--- src/inc/clock_gen_pkg.sv ---
// Purpose: Constants and types shared by the clock generator mode control.
// Assumes: 32-bit classic Wishbone slave, one 100 MHz clock.
// Notes:   All offsets are byte addresses of aligned words.
// What this block does
// - Filter value is read-only unless clock_select is 00.
// - Self-clocked upper filter write loads the whole 12-bit filter value.
// - Upper filter write ignored while a previous latch sequence is running.
// - Filter top four bits in upper 3:0, low eight bits in lower 7:0.
// - Trim is binary weighted; a larger trim gives a shorter reference period.
// - Stop without background debug halts clocks and enters off state.
// - Oscillator-in-stop keeps generators running but gates the clock feed.
// - Interrupt stop exit keeps settings; external loop uses internal ref meanwhile.
// - Interrupt stop exit in external bypass holds feed until reference is stable.
// - Reset stop exit applies defaults, self-clocked nominal, trim kept.
// - With a crystal, 4096 reference cycles are counted before using it.
// - Self-clocked entry: reset, off exit not 10, X1 to 00, lost reference.
// - Self-clocked: loop open, output is oscillator over R, filter writable.
// - Software steers oscillator frequency in self-clocked mode by filter writes.
// - Self-clocked entry keeps frequency; from external loop before first lock after reset output doubles.
// - Off exit with 01 or 11 waits self-clocked until stable, then closes loop.
// - Internal loop entered on 01 write or stable after off exit with 01.
// - Internal unlocked while error outside lock window; output oscillator over R.
// - Locked after error stays inside lock window for the required samples.
// - Locked: filter updated every four samples with their average error.
// - Two-bit mode status, lagging the mode by two cycles through synchronisation.
// - Stable flag: error change within unlock bound, oscillator live; off clears.
// - Output divider field 000..111 gives factor 1..128.
package clock_gen_pkg;

  // ---------------------------------------------------------------
  // Register map
  // ---------------------------------------------------------------
  localparam logic [7:0] FILTER_UPPER_ADR = 8'h00;
  localparam logic [7:0] FILTER_LOWER_ADR = 8'h04;
  localparam logic [7:0] TRIM_ADR         = 8'h08;
  localparam logic [7:0] CONTROL_ADR      = 8'h0c;
  localparam logic [7:0] STATUS_ADR       = 8'h10;

  // Control fields: [1:0] select, [4:2] multiplier, [7:5] divider,
  // [8] oscillator in stop, [9] crystal reference
  localparam int CTL_SEL_LSB  = 0;
  localparam int CTL_MUL_LSB  = 2;
  localparam int CTL_DIV_LSB  = 5;
  localparam int CTL_OSC_BIT  = 8;
  localparam int CTL_XTAL_BIT = 9;

  // ---------------------------------------------------------------
  // Reset values and counts
  // ---------------------------------------------------------------
  localparam logic [11:0] FILTER_RESET = 12'h200; // Nominal self-reset rate
  localparam logic [7:0]  TRIM_RESET   = 8'h80;
  localparam logic [2:0]  MUL_RESET    = 3'h0;
  localparam logic [2:0]  DIV_RESET    = 3'h0;
  localparam logic [2:0]  LATCH_CYCLES = 3'h3;
  localparam logic [3:0]  LOCK_SAMPLES = 4'h4;
  localparam logic [7:0]  LOCK_BOUND   = 8'h04;
  localparam logic [7:0]  UNLOCK_BOUND = 8'h10;
  localparam logic [12:0] XTAL_CYCLES  = 13'h1000;
  localparam logic [8:0]  REF_PERIOD_NOM = 9'h100;

  localparam logic [1:0] SEL_SELF = 2'h0;
  localparam logic [1:0] SEL_INT  = 2'h1;
  localparam logic [1:0] SEL_BYP  = 2'h2;
  localparam logic [1:0] SEL_EXT  = 2'h3;

  // ---------------------------------------------------------------
  // Types
  // ---------------------------------------------------------------
  typedef enum logic [2:0] {
    M_OFF, M_SELF, M_INT_UNL, M_INT_LCK, M_BYPASS, M_EXT_UNL, M_EXT_LCK
  } mode_t;

  typedef struct packed {
    mode_t       mode;
    logic [1:0]  clock_select;
    logic [2:0]  multiplier_select;
    logic [2:0]  output_divider;
    logic        osc_in_stop_enable;
    logic        xtal_sel;
    logic [7:0]  trim;
    logic [7:0]  lower_hold;
    logic [11:0] filter;
    logic [11:0] pend;
    logic [2:0]  latch_busy;
    logic        stable;
    logic        wake_wait;
    logic [7:0]  prev_err;
    logic        prev_ok;
    logic [3:0]  lock_cnt;
    logic [9:0]  avg_sum;
    logic [1:0]  avg_cnt;
    logic        ever_locked;
    logic        half_out;
    logic [12:0] xtal_cnt;
    logic [1:0]  status_sync;
    logic [1:0]  status;
    logic        ack;
    logic [31:0] rdata;
  } state_t;

endpackage : clock_gen_pkg

--- src/hdl/clock_feed_divider.sv ---
// Purpose: Output divider producing one enable pulse per R clock cycles.
// Assumes: clk_i stands for the selected source clock.
// Notes:   half_i adds an extra divide by two during initial locking.
`timescale 1ns/1ns
module clock_feed_divider
(
  input  wire logic       clk_i,
  input  wire logic       rst_i,
  input  wire logic       run_i,
  input  wire logic [2:0] ratio_i,
  input  wire logic       half_i,
  output logic            tick_o
);

  logic [7:0] count;
  logic [7:0] limit;

  // Factor 1..128 by power of two, doubled when halving is asked
  assign limit = 8'(((9'h001 << ratio_i) << half_i) - 9'h001);

  // Counter restarts whenever the feed is stopped
  always_ff @(posedge clk_i)
  begin
    if (rst_i || !run_i)
    begin
      count  <= 8'h00;
      tick_o <= 1'b0;
    end
    else if (count >= limit)
    begin
      count  <= 8'h00;
      tick_o <= 1'b1;
    end
    else
    begin
      count  <= count + 8'h01;
      tick_o <= 1'b0;
    end
  end

endmodule : clock_feed_divider

--- src/hdl/clock_gen_mode_control.sv ---
// Purpose: Mode controller of the clock generator with its register file.
// Assumes: Error samples arrive as one-cycle pulses with a signed count.
// Notes:   Oscillator and reference are analog; this steers and reports.
`timescale 1ns/1ns
module clock_gen_mode_control
(
  input  wire logic        clk_i,
  input  wire logic        rst_i,
  input  wire logic        por_i,
  input  wire logic        wb_cyc_i,
  input  wire logic        wb_stb_i,
  input  wire logic        wb_we_i,
  input  wire logic [7:0]  wb_adr_i,
  input  wire logic [31:0] wb_dat_i,
  input  wire logic [3:0]  wb_sel_i,
  output logic      [31:0] wb_dat_o,
  output logic             wb_ack_o,
  input  wire logic        stop_i,
  input  wire logic        background_debug_i,
  input  wire logic        ext_ref_ok_i,
  input  wire logic        clock_loss_flag_i,
  input  wire logic        ext_ref_edge_i,
  input  wire logic        sample_valid_i,
  input  wire logic [7:0]  count_error_i,
  input  wire logic        osc_static_i,
  output logic      [11:0] loop_filter_value_o,
  output logic      [8:0]  ref_period_o,
  output logic      [2:0]  multiplier_select_o,
  output logic             osc_enable_o,
  output logic             ref_internal_o,
  output logic             generated_clock_out_o
);

  // -----------------------------------------------------------------
  // Helpers
  // -----------------------------------------------------------------
  function automatic logic [7:0] magnitude(input logic [7:0] v);
    magnitude = v[7] ? 8'(-v) : v;
  endfunction : magnitude

  function automatic logic [1:0] mode_code(input clock_gen_pkg::mode_t m);
    case (m)
      clock_gen_pkg::M_INT_UNL, clock_gen_pkg::M_INT_LCK:
        mode_code = clock_gen_pkg::SEL_INT;
      clock_gen_pkg::M_BYPASS:
        mode_code = clock_gen_pkg::SEL_BYP;
      clock_gen_pkg::M_EXT_UNL, clock_gen_pkg::M_EXT_LCK:
        mode_code = clock_gen_pkg::SEL_EXT;
      default:
        mode_code = clock_gen_pkg::SEL_SELF;
    endcase
  endfunction : mode_code

  clock_gen_pkg::state_t st;
  clock_gen_pkg::state_t next_st;

  logic        bus_req;
  logic        wr_upper;
  logic        wr_upper_ok;
  logic        ext_ok;
  logic        halted;
  logic        feed_run;
  logic        tick;
  logic        closed_loop;
  logic        in_lock_win;
  logic        in_unlock_win;
  logic [7:0]  err_delta;
  logic [9:0]  sum4;
  logic [11:0] err_ext;
  logic [11:0] avg_ext;

  // -----------------------------------------------------------------
  // Combinational terms
  // -----------------------------------------------------------------
  // A new request is taken in the cycle before ack rises
  assign bus_req  = wb_cyc_i && wb_stb_i && !st.ack;
  assign wr_upper = bus_req && wb_we_i && wb_sel_i[0] &&
                    wb_adr_i == clock_gen_pkg::FILTER_UPPER_ADR;
  // Writable only when select is self-clocked and no latch pending
  assign wr_upper_ok = wr_upper && st.clock_select == clock_gen_pkg::SEL_SELF
                       && st.latch_busy == 3'h0;
  // Crystal reference is trusted only after its start-up count
  assign ext_ok = ext_ref_ok_i &&
                  (!st.xtal_sel || st.xtal_cnt == clock_gen_pkg::XTAL_CYCLES);
  assign halted = stop_i && !background_debug_i;
  assign closed_loop = st.mode == clock_gen_pkg::M_INT_UNL ||
                       st.mode == clock_gen_pkg::M_INT_LCK ||
                       st.mode == clock_gen_pkg::M_EXT_UNL ||
                       st.mode == clock_gen_pkg::M_EXT_LCK;
  assign in_lock_win   = magnitude(count_error_i) < clock_gen_pkg::LOCK_BOUND;
  assign in_unlock_win = magnitude(count_error_i) <= clock_gen_pkg::UNLOCK_BOUND;
  assign err_delta = magnitude(8'(count_error_i - st.prev_err));
  assign err_ext   = {{4{count_error_i[7]}}, count_error_i};
  assign sum4      = 10'(st.avg_sum + {{2{count_error_i[7]}}, count_error_i});
  assign avg_ext   = {{4{sum4[9]}}, sum4[9:2]};

  // Feed stops in stop and while bypass waits for its reference
  assign feed_run = st.mode != clock_gen_pkg::M_OFF && !halted &&
                    !(st.mode == clock_gen_pkg::M_BYPASS && !ext_ok);

  // -----------------------------------------------------------------
  // Next state
  // -----------------------------------------------------------------
  always_comb
  begin
    next_st = st;
    next_st.ack = bus_req;

    // Register writes
    if (bus_req && wb_we_i && wb_sel_i[0])
    begin
      if (wb_adr_i == clock_gen_pkg::FILTER_UPPER_ADR)
      begin
        if (wr_upper_ok)
        begin
          next_st.pend = {wb_dat_i[3:0], st.lower_hold};
          next_st.latch_busy = clock_gen_pkg::LATCH_CYCLES;
        end
      end
      else if (wb_adr_i == clock_gen_pkg::FILTER_LOWER_ADR)
      begin
        // Outside self-clocked select the write has no effect
        if (st.clock_select == clock_gen_pkg::SEL_SELF)
          next_st.lower_hold = wb_dat_i[7:0];
      end
      else if (wb_adr_i == clock_gen_pkg::TRIM_ADR)
        next_st.trim = wb_dat_i[7:0];
      else if (wb_adr_i == clock_gen_pkg::CONTROL_ADR)
      begin
        next_st.clock_select =
          wb_dat_i[clock_gen_pkg::CTL_SEL_LSB +: 2];
        next_st.multiplier_select =
          wb_dat_i[clock_gen_pkg::CTL_MUL_LSB +: 3];
        next_st.output_divider = wb_dat_i[clock_gen_pkg::CTL_DIV_LSB +: 3];
        next_st.osc_in_stop_enable = wb_dat_i[clock_gen_pkg::CTL_OSC_BIT];
      end
    end
    if (bus_req && wb_we_i && wb_sel_i[1] &&
        wb_adr_i == clock_gen_pkg::CONTROL_ADR)
      next_st.xtal_sel = wb_dat_i[clock_gen_pkg::CTL_XTAL_BIT];

    // Read data, unmapped addresses read zero
    next_st.rdata = 32'h0000_0000;
    if (wb_adr_i == clock_gen_pkg::FILTER_UPPER_ADR)
      next_st.rdata[3:0] = st.filter[11:8];
    else if (wb_adr_i == clock_gen_pkg::FILTER_LOWER_ADR)
      next_st.rdata[7:0] = st.filter[7:0];
    else if (wb_adr_i == clock_gen_pkg::TRIM_ADR)
      next_st.rdata[7:0] = st.trim;
    else if (wb_adr_i == clock_gen_pkg::CONTROL_ADR)
      next_st.rdata[9:0] = {st.xtal_sel, st.osc_in_stop_enable,
                            st.output_divider, st.multiplier_select,
                            st.clock_select};
    else if (wb_adr_i == clock_gen_pkg::STATUS_ADR)
      next_st.rdata[4:0] = {st.xtal_cnt == clock_gen_pkg::XTAL_CYCLES,
                            st.mode == clock_gen_pkg::M_INT_LCK ||
                            st.mode == clock_gen_pkg::M_EXT_LCK,
                            st.stable, st.status};

    // Filter latch sequence completes after a fixed count
    if (st.latch_busy != 3'h0)
    begin
      next_st.latch_busy = st.latch_busy - 3'h1;
      if (st.latch_busy == 3'h1)
        next_st.filter = st.pend;
    end

    // Crystal start-up count of reference edges
    if (st.xtal_sel && ext_ref_edge_i &&
        st.xtal_cnt != clock_gen_pkg::XTAL_CYCLES)
      next_st.xtal_cnt = st.xtal_cnt + 13'h0001;

    // Stability detector on consecutive samples
    if (sample_valid_i && st.mode != clock_gen_pkg::M_OFF)
    begin
      next_st.prev_err = count_error_i;
      next_st.prev_ok = 1'b1;
      next_st.stable = st.prev_ok && !osc_static_i &&
                       err_delta <= clock_gen_pkg::UNLOCK_BOUND;
    end

    // Closed loop: filter tracking and lock detection
    if (closed_loop && sample_valid_i)
    begin
      if (st.mode == clock_gen_pkg::M_INT_UNL ||
          st.mode == clock_gen_pkg::M_EXT_UNL)
      begin
        next_st.filter = st.filter + err_ext;
        next_st.lock_cnt = in_lock_win ? st.lock_cnt + 4'h1 : 4'h0;
        if (in_lock_win && st.lock_cnt == clock_gen_pkg::LOCK_SAMPLES - 4'h1)
        begin
          // Enter locked with a fresh averaging window
          next_st.mode = st.mode == clock_gen_pkg::M_INT_UNL ?
                         clock_gen_pkg::M_INT_LCK :
                         clock_gen_pkg::M_EXT_LCK;
          next_st.ever_locked = 1'b1;
          next_st.half_out = 1'b0;
          next_st.avg_sum = 10'h000;
          next_st.avg_cnt = 2'h0;
          next_st.lock_cnt = 4'h0;
        end
      end
      else if (!in_unlock_win)
      begin
        next_st.mode = st.mode == clock_gen_pkg::M_INT_LCK ?
                       clock_gen_pkg::M_INT_UNL :
                       clock_gen_pkg::M_EXT_UNL;
        next_st.lock_cnt = 4'h0;
      end
      else
      begin
        // Average four errors, then one filter update
        next_st.avg_sum = sum4;
        next_st.avg_cnt = st.avg_cnt + 2'h1;
        if (st.avg_cnt == 2'h3)
        begin
          next_st.filter = st.filter + avg_ext;
          next_st.avg_sum = 10'h000;
        end
      end
    end

    // Mode transitions
    if (halted && !st.osc_in_stop_enable)
    begin
      next_st.mode = clock_gen_pkg::M_OFF;
      next_st.stable = 1'b0;
      next_st.prev_ok = 1'b0;
      next_st.xtal_cnt = 13'h0000;
    end
    else
    begin
      case (st.mode)
        clock_gen_pkg::M_OFF:
        begin
          if (!stop_i || background_debug_i)
          begin
            // Interrupt wake keeps the programmed settings
            if (st.clock_select == clock_gen_pkg::SEL_BYP)
              next_st.mode = clock_gen_pkg::M_BYPASS;
            else
            begin
              next_st.mode = clock_gen_pkg::M_SELF;
              next_st.wake_wait = st.clock_select[0];
            end
          end
        end
        clock_gen_pkg::M_SELF:
        begin
          if (st.clock_select == clock_gen_pkg::SEL_INT &&
              (!st.wake_wait || st.stable))
          begin
            next_st.mode = clock_gen_pkg::M_INT_UNL;
            next_st.wake_wait = 1'b0;
            next_st.lock_cnt = 4'h0;
          end
          else if (st.clock_select == clock_gen_pkg::SEL_EXT && st.stable)
          begin
            // Closed on the internal reference until crystal is ready
            next_st.mode = clock_gen_pkg::M_EXT_UNL;
            next_st.wake_wait = 1'b0;
            next_st.lock_cnt = 4'h0;
            next_st.half_out = !st.ever_locked;
          end
          else if (st.clock_select == clock_gen_pkg::SEL_BYP && ext_ok)
            next_st.mode = clock_gen_pkg::M_BYPASS;
        end
        default:
        begin
          if (st.clock_select == clock_gen_pkg::SEL_SELF ||
              (st.clock_select[1] && !ext_ok && clock_loss_flag_i))
          begin
            // Frequency kept; leaving unlocked drops the extra halving
            next_st.mode = clock_gen_pkg::M_SELF;
            next_st.half_out = 1'b0;
          end
          else if (st.clock_select == clock_gen_pkg::SEL_INT &&
                   mode_code(st.mode) != clock_gen_pkg::SEL_INT)
          begin
            next_st.mode = clock_gen_pkg::M_INT_UNL;
            next_st.lock_cnt = 4'h0;
            next_st.half_out = 1'b0;
          end
        end
      endcase
    end

    // Status crosses two stages before software sees it
    next_st.status_sync = mode_code(st.mode);
    next_st.status = st.status_sync;
  end

  // -----------------------------------------------------------------
  // State register
  // -----------------------------------------------------------------
  always_ff @(posedge clk_i)
  begin
    if (rst_i)
    begin
      // Defaults applied but the trim survives a non-power-on reset
      st <= '{mode: clock_gen_pkg::M_SELF, filter: clock_gen_pkg::FILTER_RESET,
              multiplier_select: clock_gen_pkg::MUL_RESET,
              output_divider: clock_gen_pkg::DIV_RESET,
              trim: clock_gen_pkg::TRIM_RESET, default: '0};
      if (!por_i)
        st.trim <= st.trim;
    end
    else
      st <= next_st;
  end

  // -----------------------------------------------------------------
  // Output divider and outputs
  // -----------------------------------------------------------------
  clock_feed_divider u_div
  (
    .clk_i   (clk_i),
    .rst_i   (rst_i),
    .run_i   (feed_run),
    .ratio_i (st.output_divider),
    .half_i  (st.half_out),
    .tick_o  (tick)
  );

  assign generated_clock_out_o = tick && feed_run;
  assign wb_ack_o            = st.ack;
  assign wb_dat_o            = st.rdata;
  assign loop_filter_value_o = st.filter;
  assign multiplier_select_o = st.multiplier_select;
  // Larger trim shortens the reference period, binary weighted
  assign ref_period_o = clock_gen_pkg::REF_PERIOD_NOM - {1'b0, st.trim};
  assign osc_enable_o = st.mode != clock_gen_pkg::M_BYPASS &&
                        (st.mode != clock_gen_pkg::M_OFF ||
                         st.osc_in_stop_enable);
  assign ref_internal_o = st.mode == clock_gen_pkg::M_INT_UNL ||
                          st.mode == clock_gen_pkg::M_INT_LCK ||
                          (!ext_ok && (st.mode == clock_gen_pkg::M_EXT_UNL ||
                                       st.mode == clock_gen_pkg::M_EXT_LCK));
endmodule : clock_gen_mode_control

--- config.mk ---
export PLATFORM = sky130hd
export DESIGN_NAME = clock_gen_mode_control
export DESIGN_NICKNAME = d
export VERILOG_FILES = /design/src/inc/clock_gen_pkg.sv /design/src/hdl/clock_feed_divider.sv /design/src/hdl/clock_gen_mode_control.sv
export SDC_FILE = /design/constraint.sdc
export NUM_CORES = 1
export LEC_CHECK = 0
export ABC_CLOCK_PERIOD_IN_PS = 4200
export BUFFER_PORTS_ARGS = -buffer_cell sky130_fd_sc_hd__buf_2
export CAP_MARGIN = 25
export CORE_AREA = 2 2 141 143
export CTS_CLUSTER_SIZE = 30
export DETAILED_ROUTE_END_ITERATION = 10
export DIE_AREA = 0 0 143 145
export GPL_ROUTABILITY_DRIVEN = 0
export PLACE_DENSITY = 0.71
export SLEW_MARGIN = 20
export SYNTH_ARGS = -nofsm -noshare
export SYNTH_HDL_FRONTEND = slang
export SYNTH_HIERARCHICAL = 1
export SYNTH_SLANG_ARGS = --single-unit
--- constraint.sdc ---
create_clock -name clk_i -period 4.2 [get_ports clk_i]
set_input_delay 0.84 -clock clk_i [delete_from_list [all_inputs] [get_ports clk_i]]
set_output_delay 0.84 -clock clk_i [all_outputs]
set_load 0.02 [all_outputs]
==> results of run 1 <==
power groups by stage:
stage	Sequential (mW)	Clock (mW)	Combinational (mW)
6_report	1.23	1.65	0.447
3_5_place_dp	1.25	0	0.439
2_1_floorplan	1.24	0	0.361
3_3_place_gp	1.25	0	0.429
5_1_grt	1.23	1.73	0.498
4_1_cts	1.23	1.66	0.447
worst reg2reg max path: stages, from the launching register on:
cell,delay (ns)
dfxtp_1,0.31
ha_1,0.20
fa_1,0.40
a21o_1,0.19
a21oi_1,0.23
nor2b_1,0.08
o21a_1,0.19
o41ai_1,0.34
xnor2_1,0.21
ha_1,0.32
o21ai_0,0.20
nand2b_1,0.07
o31ai_1,0.11
o21ai_0,0.18
xor2_1,0.16
a21oi_1,0.15
a21oi_1,0.07
state kept, by name, indices dropped and copies added, names as in the netlist:
register,flops
st,85
loop_filter_value_o,12
wb_dat_o,10
wb_ack_o,1
next_st,2
multiplier_select_o,3
u_div/tick_o,1
u_div/count,8
final cells by class:
type / count / area [um2] / share of cell area (%)
multi-input cells: 740 / 4890 / 54.3
clock buffers: 21 / 492 / 5.47
inverters: 33 / 124 / 1.38
flip-flops and latches: 122 / 2520 / 28.1
clock inverters: 11 / 179 / 1.99
well taps: 265 / 332 / 3.69
repair buffers: 87 / 458 / 5.09
through the flow:
step / setup slack (ns) / total power [mW] / hold slack, ns
2_1_floorplan: 0.433 / 1.60 / 0.414
3_3_place_gp: 0.0578 / 1.68 / 0.430
3_5_place_dp: 0.00116 / 1.69 / 0.425
4_1_cts: 0.419 / 3.34 / 0.446
5_1_grt: 0.132 / 3.45 / 0.476
6_report: 0.382 / 3.32 / 0.442
synthesized netlist by cell type, types with 5 or more instances:
cell        n  share of area [%]
nor2b_1    13                1.0
ha_1       56                8.8
buf_4      48                4.5
dfxtp_1   114                 29
and2_1     15                1.2
a221oi_1    5               0.55
and3_1      9               0.71
nor3b_1     5               0.47
nand3_1    26                1.6
o22ai_1     6               0.47
a21o_1     10               0.94
buf_2       5               0.31
a22oi_1    19                1.8
mux2_2     12                1.7
inv_1      33                1.6
nor2_1    103                4.9
nand4_1     6               0.47
xor2_1     26                2.9
o21a_1     10               0.94
mux2i_1    33                4.2
edfxtp_1    8                3.0
nor3_1     21                1.3
nand2_1    93                4.4
buf_1       6               0.28
nand2b_1   10               0.79
or2_2       7               0.55
clkbuf_1   23                1.1
or3_1       6               0.47
a21oi_1    71                4.5
a211oi_1    9               0.85
o21ai_0    42                2.6
a31oi_1     8               0.63
xnor2_1    29                3.2
cells in the final DEF (no fill, tap or decap), types with 5 or more instances in the layout:
cell and instances:
buf_2 78, nor3_1 21, clkbuf_16 18, inv_1 33, mux2_2 12, and2_1 15
o21ai_0 42, or3_1 6, nand2b_1 10, buf_4 9, a22oi_1 19, a31oi_1 8
nor2_1 103, dfxtp_1 114, a21o_1 10, nor3b_1 5, edfxtp_1 8, a211oi_1 9
nand2_1 93, a221oi_1 5, or2_2 7, xor2_1 26, o22ai_1 6, o21a_1 10
xnor2_1 29, mux2i_1 33, conb_1 22, nor2b_1 13, and3_1 9, a21oi_1 71
nand3_1 26, ha_1 56, nand4_1 6
routing by layer:
metal  share of wire (%)  up-vias  wire [um]  global-route usage (%)
li1                    -     3412          -                       -
met1                  46     3192       8830                    24.7
met2                  48      201       9200                    31.0
met3                 4.9       27        945                    2.97
met4                 1.9        0        365                    6.93
met5                   0        -          0                       0
cells by family (layout without fill, tap and decap cells):
family / Yosys count / after routing
adders and majority gates: 60 / 60
DFF: 122 / 122
xor gates and xnor gates: 55 / 55
buffers and inverters: 116 / 152
and+or+nand+nor: 341 / 341
other: 1 / 22
AOI/OAI and AO/OA: 217 / 217
muxes: 45 / 45
final timing paths:
path / start / to / slack (ns) / cells after the start
max: count_error_i[0] / loop_filter_value_o[10] / 0.38 / 17
max reg2reg: st[54] / loop_filter_value_o[10] / 0.61 / 16
min: next_st[34] / st[34] / 0.44 / 1
min reg2reg: next_st[34] / st[34] / 0.44 / 1
==> results.toml, run 1 <==
[status]
result_of_the_run = "completed"

[sta]
final_hold_viol_count = 0
timing.final.crit_share_pct = 90.9
final-setup-viol-count = 0
fin_skew_ns = 0.0113
tns_ns = 0
worstMarginPinSlew_ns = 0.958
max_clock_freq_mhz = 262
final_period_minus_worst_setup_slack_ns = 3.82
max_slew_headroom_pct = 36.1
setup_repair_after_global_routing_missed_its_margin = "false"
slew_violations = 0

[final_layout]
final_cell_count_no_fill = 1279
fillers = 1828
num-nets-final = 1126
layout-drive-gt1-share_pct = 15.4
post-route-cell-area_um2 = 8990
final_core_utilization_pct = 46.8
layout_area_overhead_pct = 13.1
antenna_cells_inserted = 0

[route]
avgViaCountPerCell = 5.34
vias = 6832
pre_repair_dr_iteration_count = 6
drt-initial-drc-count = 427
route.final.wire_length_um = 19300
routed_length_per_instance_um = 15.1
ant_nets = 0
drt_drc_violations_left = 0

[logic_synthesis]
netlist_area_um2 = 7950
synth_enable_flop_cells = 8
synth_top_flop_cell = "dfxtp_1"
ys_seq_area_share_pct = 31.7
syn_inst = 957
largest_family_of_logic_cells_by_synthesized_area = "simple AND/OR/NAND/NOR gates"
synth_simple_gate_area_share_pct = 20.9
syn_avg_cell_area_um2 = 8.31
synth_compound_area_share_pct = 17.7
yosysWarningCount = 6
postSynthRegisterBits = 122
post_synth_mux_area_share_pct = 5.85
synthAdderAreaFrac_pct = 9.82
synth_async_sr_flop_share_pct = 0
synth_cell_type_count = 75
synth_xor_xnor_area_share_pct = 6.06

[worst_setup_path]
cpMostUsedCell = "a21oi_1"
setup.worst_path.start_class = "input port"
critical_path_cell_by_cell = "buf_2, ha_1, fa_1, a21o_1, a21oi_1, nor2b_1, o21a_1, o41ai_1, xnor2_1, ha_1, o21ai_0, nand2b_1, o31ai_1, o21ai_0, xor2_1, a21oi_1, a21oi_1"
max_stage_delay_ns = 0.40
cpMaxStageDelayCell = "fa_1"
arrival_ns = 4.08
critical_path_buf_inv_count = 1
timing.critical_path.fanout_max = 4
crit_type = "input port to flip-flop"
critPathRequiredTime_ns = 4.46
setup.worst_path.end_class = "flip-flop"
worst_path_dominant_cell_family = "compound AO/OA/AOI/OAI gates"

[worst_hold_path]
hold_path.class = "flip-flop to flip-flop"

[die]
placement_rows = 51
io_pins = 125
initial_utilization_pct = 41.4
die_w_um = 143
floorplan.die.height_um = 145
core-area_um2 = 19200
die_outline_area_um2 = 20700

[power_and_ir_drop]
sw_frac_of_total_pct = 25.9
power.share.clock_pct = 49.6
p_leak_nw = 3.79
irDropWorstVdd_mv = 0.311
p_switching_mw = 0.859
share_comb_of_total_power_pct = 13.5
p_seq_share_pct = 36.9
powerDensity_nw_per_um2 = 369
intPower_mw = 2.46

[clocking]
clkSlewWorstSetupHoldPaths_ns = 0.06
cts_max_level = 4
cts-buffers-inserted = 17
clock_path_buffers = 2
tritoncts = "done"
cts_repair_resize_count = 0
cts_num_sinks = 122
ctsRootBufferMaster = "clkbuf_16"
clkLatencyLatePin_ns = 0.43
cts_hold_buffers = 0
postCtsSetupBuffers = 0

[place]
dpl.hpwl_um = 14200
place.detailed.instances = 1247
io_buffer_count = 78
detailed_place.area_um2 = 8320

[grt]
grt_overflow = 0
grt_max_degree = 90
grt.total_usage_pct = 18.8
grt_pass1_wl_um = 31500
antenna_violations_before_repair = 0
grt_pass1_vias = 6321

[flow_run]
max_cap_violations = 0
No activity file was read; power rests on OpenSTA's default activity.
==> inputs of run 2 (changes only) <==
--- a/config.mk
+++ b/config.mk
@@ -5,7 +5,7 @@
 export SDC_FILE = /design/constraint.sdc
 export NUM_CORES = 1
 export LEC_CHECK = 0
-export ABC_CLOCK_PERIOD_IN_PS = 4200
+export ABC_CLOCK_PERIOD_IN_PS = 4950
 export BUFFER_PORTS_ARGS = -buffer_cell sky130_fd_sc_hd__buf_2
 export CAP_MARGIN = 25
 export CORE_AREA = 2 2 141 143
==> constraint.sdc (replaced) <==
create_clock -name clk_i -period 4.95 [get_ports clk_i]
set_input_delay 0.99 -clock clk_i [delete_from_list [all_inputs] [get_ports clk_i]]
set_output_delay 0.99 -clock clk_i [all_outputs]
set_load 0.02 [all_outputs]
==> results.toml, run 2 (synthesis gave the netlist of run 1 again) <==
[status]
result_of_the_run = "completed"

[worst_hold_path]
worst_min_delay_path_startpoint = "wb_ack_o"
hold_path.class = "flip-flop to flip-flop"

[worst_setup_path]
setup.worst_path.end_class = "flip-flop"
crit_type = "input port to flip-flop"
critPathRequiredTime_ns = 5.21
reg2reg_slack_ns = 1.42
critical_path.reg2reg.startpoint = "st[54]"
timing.critical_path.fanout_max = 7
cpMaxStageDelayCell = "fa_1"
setup.worst_path.start_class = "input port"
worstSetupStartpoint = "count_error_i[0]"
arrival_ns = 4.23
critical_path_cell_by_cell = "buf_2, ha_1, fa_1, a21o_1, a21oi_1, xnor2_1, ha_1, a21o_1, a21oi_1, o21ai_0, o31ai_1, o21ai_0, xor2_1, a21oi_1, a21oi_1"
cpMostUsedCell = "a21oi_1"
critical_path_buf_inv_count = 1
max_stage_delay_ns = 0.40
worst_path_dominant_cell_family = "compound AO/OA/AOI/OAI gates"

[place]
placement.setup.worst_slack_ns = 0.575
dpl.hpwl_um = 14100
detailed_place.area_um2 = 8270
io_buffer_count = 78
place.detailed.instances = 1241

[route]
vias = 6818
drt_drc_violations_left = 0
avgViaCountPerCell = 5.36
drt-initial-drc-count = 416
route.final.wire_length_um = 19100
pre_repair_dr_iteration_count = 5
routed_length_per_instance_um = 15.0
ant_nets = 0

[grt]
antenna_violations_before_repair = 0
grt.total_usage_pct = 18.6
grt_max_degree = 48
grt_pass1_vias = 6341
grt_overflow = 0
grt_pass1_wl_um = 31200

[clocking]
cts_max_level = 4
postCtsSetupBuffers = 0
cts_num_sinks = 122
cts_hold_buffers = 0
clkLatencyLatePin_ns = 0.42
cts_repair_resize_count = 0
tritoncts = "done"
cts-buffers-inserted = 17
clock_path_buffers = 2
clkSlewWorstSetupHoldPaths_ns = 0.05
ctsRootBufferMaster = "clkbuf_16"

[sta]
tns_ns = 0
max_slew_headroom_pct = 46.2
timing.final.crit_share_pct = 80.2
slew_violations = 0
final_hold_viol_count = 0
final-setup-viol-count = 0
fin_worst_hold_slack_ns = 0.443
setup_repair_after_global_routing_missed_its_margin = "false"
worstMarginPinSlew_ns = 0.807
max_clock_freq_mhz = 252
worst_slack_ns = 0.980
final_period_minus_worst_setup_slack_ns = 3.97
fin_skew_ns = 0.00801

[power_and_ir_drop]
p_leak_nw = 3.70
power_mw = 2.57
powerDensity_nw_per_um2 = 291
irDropWorstVdd_mv = 0.274

[flow_run]
max_cap_violations = 0

[final_layout]
final_cell_mix = "dfxtp_1, nor2_1, nand2_1, buf_2, a21oi_1"
registers.top_by_ff_count = "st"
antenna_cells_inserted = 0
mostFrequentLayoutCell = "dfxtp_1"
regArea_um2 = 2520
layout_area_overhead_pct = 10.9
layout-drive-gt1-share_pct = 14.5
final_core_utilization_pct = 45.9
final_cell_count_no_fill = 1271
fillers = 1854
post-route-cell-area_um2 = 8820
largest_reg_flops = 85
num-nets-final = 1121
multi_input_logic_area_um2 = 4880

[die]
placement_rows = 51
floorplan.die.height_um = 145
initial_utilization_pct = 41.4
io_pins = 125
die_outline_area_um2 = 20700
die_w_um = 143
core-area_um2 = 19200
[run 2: routing by layer]
layer	track usage, %	routed length (um)	up-vias
met5	0	0	-
met2	30.1	9010	182
met4	7.62	423	0
li1	-	-	3402
met1	24.4	8750	3199
met3	3.23	914	35
[run 2: final timing paths]
kind / endpoint / cells past startpoint
hold / removal: wb_ack_o / 1
hold reg to reg: wb_ack_o / 1
setup / recovery: loop_filter_value_o[10] / 15
setup reg to reg: loop_filter_value_o[10] / 14
[run 2: worst register-to-register path, stage by stage, from the launching register on]
cell     delay [ns]
dfxtp_1        0.31
ha_1           0.21
fa_1           0.40
a21o_1         0.19
a21oi_1        0.20
xnor2_1        0.18
ha_1           0.31
a21o_1         0.19
a21oi_1        0.21
o21ai_0        0.21
o31ai_1        0.37
o21ai_0        0.19
xor2_1         0.18
a21oi_1        0.15
a21oi_1        0.07
[run 2: report_power, final]
part	switching, mW	total, mW	internal (mW)
Clock	0.434	1.15	0.717
Sequential	0.0236	1.04	1.02
Combinational	0.223	0.375	0.152
Total	0.681	2.57	1.89
[run 2: area by class of cell]
class	instances	area share, %
multi-input cells	740	55.3
flip-flops and latches	122	28.6
clock buffers	21	5.33
repair buffers	82	4.74
well taps	265	3.76
inverters	33	1.40
clock inverters	8	0.837
==> inputs of run 3 (changes only) <==
--- a/config.mk
+++ b/config.mk
@@ -5,7 +5,7 @@
 export SDC_FILE = /design/constraint.sdc
 export NUM_CORES = 1
 export LEC_CHECK = 0
-export ABC_CLOCK_PERIOD_IN_PS = 4950
+export ABC_CLOCK_PERIOD_IN_PS = 4000
 export BUFFER_PORTS_ARGS = -buffer_cell sky130_fd_sc_hd__buf_2
 export CAP_MARGIN = 25
 export CORE_AREA = 2 2 141 143
==> constraint.sdc (replaced) <==
create_clock -name clk_i -period 4 [get_ports clk_i]
set_input_delay 0.8 -clock clk_i [delete_from_list [all_inputs] [get_ports clk_i]]
set_output_delay 0.8 -clock clk_i [all_outputs]
set_load 0.02 [all_outputs]
==> results.toml, run 3 (synthesis gave the netlist of run 1 again) <==
[worst_setup_path]
crit_type = "input port to flip-flop"
timing.critical_path.fanout_max = 3
reg2reg_slack_ns = 0.51
worst_r2r_path_depth = 15
arrival_ns = 3.97
setup.worst_path.start_class = "input port"
critPathRequiredTime_ns = 4.30
critical_path.reg2reg.startpoint = "st[54]"
setup.worst_path.end_class = "flip-flop"
crit-reg2reg-capture = "loop_filter_value_o[11]"

[route]
pre_repair_dr_iteration_count = 5
drt_drc_violations_left = 0
avgViaCountPerCell = 5.35
ant_nets = 0
vias = 6905
drt-initial-drc-count = 451
routed_length_per_instance_um = 15.4
route.final.wire_length_um = 19800

[final_layout]
layout-drive-gt1-share_pct = 16.1
registers.top_by_ff_count = "st"
final_cell_count_no_fill = 1290
num-nets-final = 1137
final_cell_mix = "dfxtp_1, nor2_1, nand2_1, buf_2, a21oi_1"
layout_area_overhead_pct = 13.0
antenna_cells_inserted = 0
largest_reg_flops = 85
post-route-cell-area_um2 = 8990
mostFrequentLayoutCell = "dfxtp_1"

[grt]
grt_pass1_vias = 6473
grt_pass1_wl_um = 32200
grt.total_usage_pct = 19.3
grt_overflow = 0
antenna_violations_before_repair = 0
grt_max_degree = 90

[sta]
worst_slack_ns = 0.324
final_hold_viol_count = 0
final_period_minus_worst_setup_slack_ns = 3.68
final-setup-viol-count = 0
setup_repair_after_global_routing_missed_its_margin = "false"
slew_violations = 0
max_slew_headroom_pct = 37.2
worstMarginPinSlew_ns = 0.942
timing.final.crit_share_pct = 91.9
fin_skew_ns = 0.00802
max_clock_freq_mhz = 272

[clocking]
cts_repair_resize_count = 0
clock_path_buffers = 2
cts_max_level = 4
tritoncts = "done"
ctsRootBufferMaster = "clkbuf_16"
clkSlewWorstSetupHoldPaths_ns = 0.06
postCtsSetupBuffers = 0
cts_hold_buffers = 0
cts-buffers-inserted = 17
cts_num_sinks = 122
clkLatencyLatePin_ns = 0.43

[status]
result_of_the_run = "completed"

[die]
die_outline_area_um2 = 20700
placement_rows = 51
core-area_um2 = 19200
initial_utilization_pct = 41.4
die_w_um = 143
io_pins = 125
floorplan.die.height_um = 145

[worst_hold_path]
end_of_the_worst_hold_path = "st[33]"
worst_min_delay_path_startpoint = "next_st[33]"
hold_path.class = "flip-flop to flip-flop"
holdPathStages = 1

[place]
placement.setup.worst_slack_ns = -0.123
detailed_place.area_um2 = 8400
io_buffer_count = 78
place.detailed.instances = 1258
dpl.hpwl_um = 14500

[power_and_ir_drop]
p_leak_nw = 3.80
power_mw = 3.31
powerDensity_nw_per_um2 = 369
irDropWorstVdd_mv = 0.301

[flow_run]
max_cap_violations = 0
run 3: worst max-delay path by stage:
| stage | startpoint | end | cells after the start |
|---|---|---|---|
| detailed placement | count_error_i[0] | loop_filter_value_o[11] | 16 |
| CTS | count_error_i[0] | loop_filter_value_o[11] | 16 |
| floorplan | count_error_i[0] | loop_filter_value_o[11] | 15 |
| global placement | count_error_i[0] | loop_filter_value_o[11] | 16 |
| finish | count_error_i[0] | loop_filter_value_o[11] | 16 |
| global route | count_error_i[0] | loop_filter_value_o[10] | 17 |
run 3: per-stage QoR:
stage / hold WS, ns / util, % / TNS, ns
6_report: 0.441 / 46.8 / 0
5_1_grt: 0.467 / 46.8 / 0
3_5_place_dp: 0.433 / 43.7 / -0.439
4_1_cts: 0.447 / 46.8 / 0
3_3_place_gp: 0.428 / 43.7 / -0.122
2_1_floorplan: 0.414 / - / 0
run 3: worst max-delay path, cell delays in order:
cell,delay [ns]
buf_2,0.11
ha_1,0.22
fa_1,0.41
a21o_1,0.19
a21oi_1,0.21
nor2b_1,0.08
o21a_1,0.19
o41ai_1,0.32
xnor2_1,0.21
ha_1,0.31
nand3_1,0.09
o22ai_1,0.12
o41ai_1,0.34
xnor2_1,0.18
xnor2_1,0.14
a21oi_1,0.08
run 3: final cells by class:
cell class	count	area, um2
Sequential cell	122	2520
Tap cell	265	332
Clock buffer	18	429
Multi-Input combinational cell	740	4880
Timing Repair Buffer	98	541
Clock inverter	14	161
Inverter	33	124
Fill cell	1866	10200
run 3: metal layers:
metal	track usage, %	wire (um)
met2	31.9	9480
met5	0	0
met4	7.23	404
met1	25.2	9150
met3	3.27	785
run 3: report_power, final:
part           internal (mW)  switching [mW]
clock                  0.931           0.624
sequential              1.26          0.0301
combinational          0.195           0.276
total                   2.38           0.931
